===== src/bridge_pkg.sv =====
// constants and carrier types for the three-phase bridge control
`default_nettype none
package bridge_pkg;
  localparam int unsigned CLK_FREQ_HZ   = 40000000;
  localparam int unsigned PHASE_COUNT   = 3;
  localparam int unsigned WAKE_TIME_US  = 1000;
  localparam int unsigned RETRY_TIME_US = 2000;
  localparam int unsigned DEGLITCH_NS   = 400;
  localparam int unsigned WAKE_CYCLES   = (WAKE_TIME_US * (CLK_FREQ_HZ / 1000000));
  localparam int unsigned RETRY_CYCLES  = (RETRY_TIME_US * (CLK_FREQ_HZ / 1000000));
  localparam int unsigned DEGLITCH_CYCLES = (DEGLITCH_NS * (CLK_FREQ_HZ / 1000000)) / 1000;
  localparam int unsigned COUNT_W       = 17;

  // per-phase switch commands
  typedef struct packed {
    logic high_on;
    logic low_on;
  } phase_gate_t;

  // analogue monitors, already comparator outputs
  typedef struct packed {
    logic undervolt;
    logic overvolt;
    logic overtemp;
  } supply_mon_t;

  typedef enum logic [1:0] {
    ST_ASLEEP,
    ST_WAKING,
    ST_RUN,
    ST_OC_RETRY
  } bridge_state_t;
endpackage
`default_nettype wire


===== src/three_phase_bridge_control.sv =====
// control logic of a three-phase half-bridge power stage
`timescale 1ns/10ps
`default_nettype none
module three_phase_bridge_control
  import bridge_pkg::*;
#(
  parameter int unsigned WAKE_CYC     = WAKE_CYCLES,
  parameter int unsigned RETRY_CYC    = RETRY_CYCLES,
  parameter int unsigned DEGLITCH_CYC = DEGLITCH_CYCLES,
  parameter bit          SPLIT_INPUTS = 1'b0
) (
  input  wire logic                   clk_sys_i,
  input  wire logic                   reset_n_i,
  input  wire logic [PHASE_COUNT-1:0] phase_enable_i,
  input  wire logic [PHASE_COUNT-1:0] phase_drive_level_i,
  input  wire logic [PHASE_COUNT-1:0] high_switch_request_i,
  input  wire logic [PHASE_COUNT-1:0] low_switch_request_i,
  input  wire logic                   sleep_request_n_i,
  input  wire supply_mon_t            supply_mon_i,
  input  wire logic [PHASE_COUNT-1:0] phase_below_gnd_i,
  input  wire logic [PHASE_COUNT-1:0] phase_above_vin_i,
  input  wire logic [PHASE_COUNT-1:0] current_near_zero_i,
  input  wire logic [PHASE_COUNT-1:0] high_overcurrent_i,
  input  wire logic [PHASE_COUNT-1:0] low_overcurrent_i,
  output var  phase_gate_t [PHASE_COUNT-1:0] gate_o,
  output var  logic                   fault_flag_n_o,
  output var  logic                   fault_flag_n_oe_o,
  output var  logic                   awake_o
);
  localparam int unsigned SYNC_W = 6 * PHASE_COUNT + 4;

  if (WAKE_CYC < 1 || RETRY_CYC < 1 || DEGLITCH_CYC < 1)
  begin : g_bad_count
    $error("counts must be at least 1");
  end
  if (WAKE_CYC >= (1 << COUNT_W) || RETRY_CYC >= (1 << COUNT_W))
  begin : g_bad_width
    $error("count too wide");
  end

  // every pin and comparator is asynchronous to clk_sys_i
  logic [SYNC_W-1:0] raw_in;
  logic [SYNC_W-1:0] syn;
  assign raw_in = {phase_enable_i, phase_drive_level_i, high_switch_request_i,
                   low_switch_request_i, phase_below_gnd_i, phase_above_vin_i,
                   sleep_request_n_i, supply_mon_i};

  input_sync #(.WIDTH(SYNC_W)) u_sync (
    .clk_sys_i (clk_sys_i),
    .reset_n_i (reset_n_i),
    .async_i   (raw_in),
    .sync_o    (syn)
  );

  logic [PHASE_COUNT-1:0] en_s, lvl_s, hreq_s, lreq_s, below_s, above_s;
  logic                   sleep_n_s;
  supply_mon_t            mon_s;
  assign {en_s, lvl_s, hreq_s, lreq_s, below_s, above_s, sleep_n_s, mon_s} = syn;

  // near-zero and over-current comparators are fast analogue signals; the
  // deglitch counter filters only the over-current ones, so all of them also pass a synchroniser
  logic [3*PHASE_COUNT-1:0] fast_s;
  input_sync #(.WIDTH(3 * PHASE_COUNT)) u_sync_fast (
    .clk_sys_i (clk_sys_i),
    .reset_n_i (reset_n_i),
    .async_i   ({current_near_zero_i, high_overcurrent_i, low_overcurrent_i}),
    .sync_o    (fast_s)
  );
  logic [PHASE_COUNT-1:0] nz_s, hoc_s, loc_s;
  assign {nz_s, hoc_s, loc_s} = fast_s;

  // state and counters
  bridge_state_t        state_q, state_d;
  logic [COUNT_W-1:0]   timer_q, timer_d;
  logic [COUNT_W-1:0]   oc_cnt_q, oc_cnt_d;
  logic                 any_oc;
  logic                 oc_trip;
  logic                 powered;

  assign any_oc  = |(hoc_s | loc_s);
  assign oc_trip = any_oc && (oc_cnt_q >= COUNT_W'(DEGLITCH_CYC - 1));
  assign powered = sleep_n_s && !mon_s.undervolt;

  always_comb
  begin
    state_d  = state_q;
    timer_d  = timer_q;
    oc_cnt_d = (any_oc && state_q == ST_RUN) ? oc_cnt_q + COUNT_W'(1) : '0;
    case (state_q)
      ST_ASLEEP:
      begin
        timer_d = '0;
        if (powered)
        begin
          state_d = ST_WAKING;
        end
      end
      ST_WAKING:
      begin
        timer_d = timer_q + COUNT_W'(1);
        if (timer_q >= COUNT_W'(WAKE_CYC - 1))
        begin
          state_d = ST_RUN;
          timer_d = '0;
        end
      end
      ST_RUN:
      begin
        if (oc_trip)
        begin
          state_d  = ST_OC_RETRY;
          timer_d  = '0;
          oc_cnt_d = '0;
        end
      end
      ST_OC_RETRY:
      begin
        timer_d = timer_q + COUNT_W'(1);
        if (timer_q >= COUNT_W'(RETRY_CYC - 1))
        begin
          state_d = ST_RUN;
          timer_d = '0;
        end
      end
      default:
      begin
        state_d = ST_ASLEEP;
        timer_d = '0;
      end
    endcase
    if (!powered)
    begin
      state_d  = ST_ASLEEP;
      timer_d  = '0;
      oc_cnt_d = '0;
    end
  end

  always_ff @(posedge clk_sys_i or negedge reset_n_i)
  begin
    if (!reset_n_i)
    begin
      state_q  <= ST_ASLEEP;
      timer_q  <= '0;
      oc_cnt_q <= '0;
    end
    else
    begin
      state_q  <= state_d;
      timer_q  <= timer_d;
      oc_cnt_q <= oc_cnt_d;
    end
  end

  // gate decisions per phase
  phase_gate_t [PHASE_COUNT-1:0] gate_d;
  logic [PHASE_COUNT-1:0]        rect_lo_q, rect_lo_d, rect_hi_q, rect_hi_d;
  logic                          bridge_ok;
  logic                          rect_ok;

  // over-voltage and over-temperature hold every switch off, rectification too
  assign bridge_ok = (state_q == ST_RUN) && !mon_s.overvolt && !mon_s.overtemp;
  assign rect_ok   = (state_q == ST_RUN || state_q == ST_OC_RETRY)
                     && !mon_s.overvolt && !mon_s.overtemp;

  genvar gi;
  generate
    for (gi = 0; gi < PHASE_COUNT; gi++)
    begin : g_phase
      logic cmd_hi, cmd_lo;
      always_comb
      begin
        if (SPLIT_INPUTS)
        begin
          cmd_hi = hreq_s[gi] && !lreq_s[gi];
          cmd_lo = lreq_s[gi] && !hreq_s[gi];
        end
        else
        begin
          cmd_hi = en_s[gi] && lvl_s[gi];
          cmd_lo = en_s[gi] && !lvl_s[gi];
        end
        if (!bridge_ok)
        begin
          cmd_hi = 1'b0;
          cmd_lo = 1'b0;
        end
        // rectification holds until current near zero or opposite switch asked
        rect_lo_d[gi] = rect_ok && !cmd_hi && !nz_s[gi]
                        && (rect_lo_q[gi] || (!cmd_lo && below_s[gi]));
        rect_hi_d[gi] = rect_ok && !cmd_lo && !nz_s[gi] && !rect_lo_d[gi]
                        && (rect_hi_q[gi] || (!cmd_hi && above_s[gi]));
        gate_d[gi].high_on = cmd_hi || rect_hi_d[gi];
        gate_d[gi].low_on  = cmd_lo || rect_lo_d[gi];
      end
    end
  endgenerate

  logic fault_d;
  // flag follows the live causes, so it drops when retry ends or die cools
  assign fault_d = (state_q == ST_OC_RETRY && state_d == ST_OC_RETRY)
                   || (state_d == ST_OC_RETRY)
                   || (powered && mon_s.overtemp);

  always_ff @(posedge clk_sys_i or negedge reset_n_i)
  begin
    if (!reset_n_i)
    begin
      gate_o            <= '0;
      rect_lo_q         <= '0;
      rect_hi_q         <= '0;
      fault_flag_n_o    <= 1'b0;
      fault_flag_n_oe_o <= 1'b0;
      awake_o           <= 1'b0;
    end
    else
    begin
      gate_o            <= gate_d;
      rect_lo_q         <= rect_lo_d;
      rect_hi_q         <= rect_hi_d;
      fault_flag_n_o    <= 1'b0;
      fault_flag_n_oe_o <= fault_d;
      awake_o           <= (state_d == ST_RUN);
    end
  end
endmodule
`default_nettype wire


===== src/input_sync.sv =====
// two-flop synchroniser for a vector of asynchronous inputs
`timescale 1ns/10ps
`default_nettype none
module input_sync #(
  parameter int unsigned WIDTH = 8
) (
  input  wire logic             clk_sys_i,
  input  wire logic             reset_n_i,
  input  wire logic [WIDTH-1:0] async_i,
  output var  logic [WIDTH-1:0] sync_o
);
  logic [WIDTH-1:0] meta_q;
  logic [WIDTH-1:0] meta_d;
  logic [WIDTH-1:0] sync_d;

  if (WIDTH < 1)
  begin : g_bad_width
    $error("input_sync width must be positive");
  end

  always_comb
  begin
    meta_d = async_i;
    sync_d = meta_q;
  end

  always_ff @(posedge clk_sys_i or negedge reset_n_i)
  begin
    if (!reset_n_i)
    begin
      meta_q <= '0;
      sync_o <= '0;
    end
    else
    begin
      meta_q <= meta_d;
      sync_o <= sync_d;
    end
  end
endmodule
`default_nettype wire


===== config.mk =====
export PLATFORM = sky130hd
export DESIGN_NAME = three_phase_bridge_control
export DESIGN_NICKNAME = d
export VERILOG_FILES = /design/src/bridge_pkg.sv /design/src/three_phase_bridge_control.sv /design/src/input_sync.sv
export SDC_FILE = /design/constraint.sdc
export NUM_CORES = 1
export LEC_CHECK = 0
export ABC_AREA = 1
export BUFFER_PORTS_ARGS = -buffer_cell sky130_fd_sc_hd__buf_4
export CORE_MARGIN = 1.5
export CORE_UTILIZATION = 50
export DETAILED_ROUTE_END_ITERATION = 10
export HOLD_SLACK_MARGIN = 0.1
export PLACE_DENSITY_LB_ADDON = 0.3
export SKIP_LAST_GASP = 1
export SYNTH_ARGS = -nofsm -noshare
export SYNTH_HDL_FRONTEND = slang
export SYNTH_SLANG_ARGS = --single-unit

===== constraint.sdc =====
create_clock -name clk_sys_i -period 1.4 [get_ports clk_sys_i]
set_input_delay 0.28 -clock clk_sys_i [delete_from_list [all_inputs] [get_ports clk_sys_i]]
set_output_delay 0.28 -clock clk_sys_i [all_outputs]
set_load 0.02 [all_outputs]

Word level (Yosys, flattened, before mapping). Index checks and enable logic that the tools add are counted.

Flip-flop bits (word level): 112. Bits in latches: 0. RAM bits: 0. Memory bits (read-only): 0. Input bits: 33. Output and inout bits: 9. Word-level logic and storage cells: 126. Memories kept: 0.

Add/sub/neg operators: 2. Multiply operators: 0. Divide/modulo/power cells: 0. $lt $le $gt $ge: 3. Equality and inequality tests: 6. Shift-type cells: 0. Muxes and demuxes: 20. Bitwise gates (word level): 1. Reductions and logical operators: 77.

Operators with widths (number): 2-to-1 mux 17 bit (8); one-hot mux 17 bit (4 select lines) (1); logical AND 1 bit (42); adder 17 x 1 -> 17 bit (second input constant) (2); logical NOT 1 bit (18); greater-or-equal comparator 17 x 16 -> 1 bit (second input constant) (1); greater-or-equal comparator 17 bit (second input constant) (1); greater-or-equal comparator 17 x 4 -> 1 bit (second input constant) (1); logical OR 1 bit (15); equality test 2 bit (second input constant) (4); 2-to-1 mux 2 bit (4); one-hot mux 2 bit (4 select lines) (1); 2-to-1 mux 1 bit (6); != test 3 bit (second input constant) (1); OR 3 bit (1); OR reduction 3 bit (1); equality test 2 x 1 -> 1 bit (second input constant) (1); logical NOT 2 bit (1).

Longest topological paths before layout.
Word-level depth: 12. Gate-level depth with buffers: 13. Mapped depth without buffers: 13.

Hierarchy. From an unflattened synthesis, not the netlist that was laid out.

Cell total of the unflattened synthesis: 437. Area total of the unflattened synthesis: 4336.7 um^2.

Modules (own cells, without submodules): three_phase_bridge_control (times used 1, cells an instance 375, area an instance 2785.2 um^2, sequential area each 1251.2 um^2); input_sync (u_sync) (times used 1, cells an instance 44, area an instance 1101.1 um^2, sequential area each 1101.1 um^2); input_sync (u_sync_fast) (times used 1, cells an instance 18, area an instance 450.4 um^2, sequential area each 450.4 um^2).

Worst setup path after synthesis. Ideal clock, no wire load.

Path type: reg-to-reg. Start: reg timer_q[0]. End: reg timer_q[13]. Library setup time: 0.121 ns. Data arrival time: 1.401 ns. Data required time: 1.279 ns. Path slack: -0.122 ns. Cell stages (with the launch flop): 9. Buffers on the path: 0. Clock period less this slack: 1.522 ns. Cells stage by stage: dfrtp_1 ha_1 nand3_2 nor3_1 nand2_1 nand4_2 nand2_4 a21oi_4 nor2_2.

Longest elaborated chain between the ends: 4. Elaborated cells on any way between the ends: 7. Classes of those cells: add/sub: 1; order compare: 2; mux: 4.

RTL lines: from (decl) (line three_phase_bridge_control.sv:74) `logic [COUNT_W-1:0] timer_q, timer_d;`; from (signal assigned) (line three_phase_bridge_control.sv:150) `timer_q <= timer_d;`; adder 17 x 1 -> 17 bit, or another cell as far along (line three_phase_bridge_control.sv:100, three_phase_bridge_control.sv:118); 2-to-1 mux 17 bit (on tied branches) (line three_phase_bridge_control.sv:119, three_phase_bridge_control.sv:101); one-hot mux 17 bit (4 select lines) (*) (line three_phase_bridge_control.sv:89) `case (state_q)`; 2-to-1 mux 17 bit (*) (line three_phase_bridge_control.sv:131) `if (!powered)`.

Every way passes the cells marked *; elsewhere a longest branch is shown, timed or not. A chain may end at the register's enable or synchronous reset.

Worst setup path after layout.
Start: reg oc_cnt_q[0]. End: reg timer_q[9].

Longest elaborated chain between the ends: 3.

RTL lines: from (decl) (line three_phase_bridge_control.sv:75) `logic [COUNT_W-1:0] oc_cnt_q, oc_cnt_d;`; from (signal assigned) (line three_phase_bridge_control.sv:151) `oc_cnt_q <= oc_cnt_d;`; greater-or-equal comparator 17 x 4 -> 1 bit (line three_phase_bridge_control.sv:81) `assign oc_trip = any_oc && (oc_cnt_q >= COUNT_W'(DEGLITCH_CYC - 1));`; logical AND 1 bit (line three_phase_bridge_control.sv:81); != test 3 bit (no source line).

Every way passes these cells.

==> reports/qor.csv <==
metric;value;unit
outcome;complete, but fails checks;
violations;setup timing;
ys_ff_latch;100;
ir_drop;0.893;mV
cts_tree;yes;
avgSynthCellArea;9.70;um2
clock-sinks;100;
p_switching;1260;uW
synth_top_area_cell;dfrtp_1;
die-width;92.9;um
drt_pass1_iterations;4;
max_freq;612;MHz
cts-root-buf;clkbuf_8;
swShare;24.9;%
htree_levels;3;
place_inst;629;
final_cell_mix;106 x buf_4, 92 x dfrtp_1, 91 x nand2_1;
vias;3333;
p_seq_share;59.4;%
synth_compound_gate_area_share;4.18;%
initial_core_util;52.1;%
drive_above_1_share;38.6;%
fin_nets;611;
critical-path-top-delay-family;simple AND/OR/NAND/NOR gates;
critPathKind;reg -> reg;
fin_area;0.00577;mm2
final_common_cell;buf_4;
hold_violations;0;
clock_latency;0.37;ns
crit_chain;ha_2, nand2_2, inv_2, nand2_2, nand3_2, nand2_2, nand2_4, clkbuf_16, nand3b_1, nand2_1, nand2_1, inv_1;
fin_worst_skew;0.0174;ns
max_cap_violations;0;
fp.coreArea;0.00777;mm2
syn_inst;417;
grt_usage;22.7;%
synth_top_family_by_area;simple AND/OR/NAND/NOR gates;
critPathBufInv;3;
hold_class;in -> async;
ys_seq_area_share;61.9;%
intPower;3810;uW
end_kind;flip-flop;
yosysTopAreaCellShare;61.9;%
n_antenna_cell;0;
required;1.67;ns
cp_data_arrival_time;1.91;ns
drc_errors;0;
synth_simple_gate_area_share;26.9;%
drt_iter0_markers;88;
grt_max_degree;31;
cpPeakStageDelay;0.43;ns
routed_wl;9570;um
cts_buffers;9;
clockBufferDepth;2;
synthTopCellsByArea;dfrtp_1 62%, nand2_1 9.1%, nor2_1 4.5%, inv_1 4.2%, nand3_1 3.8%;
io_buffers;34;
hpwl;6000;um
fin_crit_sh;117;%
area_growth;42.8;%
synth.distinct_cells;33;
die_y;92.9;um
num_rows;32;
drtAntennaViolNets;0;
cpMaxStageDelayCell;dfrtp_1;
grt_pass1_wl;14900;um
clk_pin_slew;0.11;ns
place_congestion;0.873;
cp_common_cell;nand2_2;
antenna_found_initial;0;
muxShareOfSynthArea;0;%
rsz0062_at_grt;true;
critPathLaunchType;flip-flop;
final_cell_count_no_fill;683;
p_comb_share;5.3;%
critPathMaxFanout;8;
clkPwrFrac;35.3;%
yosys.area_share.adder;0.619;%
drt-wirelength-per-cell;14.0;um
report.final.slew_viol_count;0;
worst_slack;-0.233;ns
synthXorXnorAreaFrac;0.866;%
cellLeakagePower;0.00289;uW
grt_pass1_vias;3429;
ys_warn_count;0;
synth_area;0.00404;mm2
layout_min_cycle_time;1.63;ns
setup_violations;34;
via_per_inst;4.88;
dieArea;0.00864;mm2
power.density;880;mW/mm2
ioPinCount;42;
grt_remaining_overflow;0;
place_area;0.00505;mm2
==> power groups by stage <==
stage	registers [uW]	clock network, uW	logic [uW]
after floorplan	3060	0	50.1
after global placement	3060	0	194
final	3020	1790	271
after global routing	3020	1940	300
after CTS	3010	1820	262
after detailed placement	3070	0	199
==> final timing paths <==
path | startpoint | end | slack (ns) | cells past startpoint
min in group clk_sys_i | u_sync.meta_q[4] | u_sync.sync_o[4] | 0.35 | 0
max reg2reg | oc_cnt_q[0] | timer_q[9] | -0.23 | 12
max | oc_cnt_q[0] | timer_q[9] | -0.23 | 12
min reg2reg | u_sync.meta_q[4] | u_sync.sync_o[4] | 0.35 | 0
min | reset_n_i | fault_flag_n_oe_o | 0.34 | 2
max in group asynchronous | reset_n_i | timer_q[13] | 0.59 | 3
==> cells in the mapped netlist <==
cell type	n
dfrtp_1	100
nand2_1	98
nor2_1	48
inv_1	45
nand3_1	31
nand2_2	10
a21oi_1	9
inv_2	8
nand4_1	8
nor2_2	7
nor3_1	7
nand3b_1	5
o21ai_2	5
nor2_4	4
xor2_1	4
a21o_1	3
nand2_4	3
o21ai_1	3
buf_2	2
ha_1	2
nor3_2	2
o21ai_0	2
a21oi_2	1
a21oi_4	1
and2_1	1
buf_4	1
clkinv_1	1
conb_1	1
nand3_2	1
nand4_2	1
nor3_4	1
nor4_2	1
o21a_1	1
==> final cells by class <==
class                   instances  area [um2]
repair buffers                138        1180
clock inverters                 7        67.6
well taps                     102         128
fillers                       542        1990
inverters                      54         208
clock buffers                   9         124
flip-flops and latches        100        2510
multi-input cells             273        1550
==> per-layer routing <==
| layer | track usage, % | share of wire, % | routed length [um] |
|---|---|---|---|
| met1 | 26.7 | 41 | 3900 |
| met2 | 39.9 | 53 | 5050 |
| met5 | 0 | 0 | 0 |
| met4 | 9.34 | 3.1 | 294 |
| met3 | 5.01 | 3.4 | 330 |
==> registers in the layout (all words and copies together) (netlist names) <==
register,cells
u_sync.sync_o,16
awake_o,1
gate_o,6
oc_cnt_q,17
rect_lo_q,3
u_sync.meta_q,16
fault_flag_n_oe_o,1
state_q,2
u_sync_fast.sync_o,9
rect_hi_q,3
timer_q,17
u_sync_fast.meta_q,9
==> per-stage QoR <==
stage | utilization, % | power [uW] | hold slack, ns | worst slack [ns] | setup TNS (ns)
2_1_floorplan | - | 3110 | -0.0156 | -0.0273 | -0.109
3_3_place_gp | 65.1 | 3260 | 0.194 | -0.178 | -2.70
3_5_place_dp | 65.1 | 3270 | 0.195 | -0.216 | -3.45
4_1_cts | 71.9 | 5090 | 0.344 | -0.199 | -2.90
5_1_grt | 74.3 | 5270 | 0.361 | -0.333 | -7.96
6_report | 74.3 | 5080 | 0.343 | -0.233 | -4.13
==> timing repair <==
action,in CTS,in global routing
gates resized for setup,17,36
pin swaps,7,23
endpoints found under the setup margin,24,37
hold endpoints to repair,90,0
setup buffers,3,8
cloned,0,1
hold buffers,26,0
==> cell families (layout without fill, tap and decap cells) <==
family,count (synthesis),after routing
other cells,1,14
buf+inv,57,208
simple gates,228,228
xor+xnor,4,4
fa+ha+maj,2,2
flops,100,100
compound gates,25,25
Note: power is estimated with default switching activity, not from simulation.
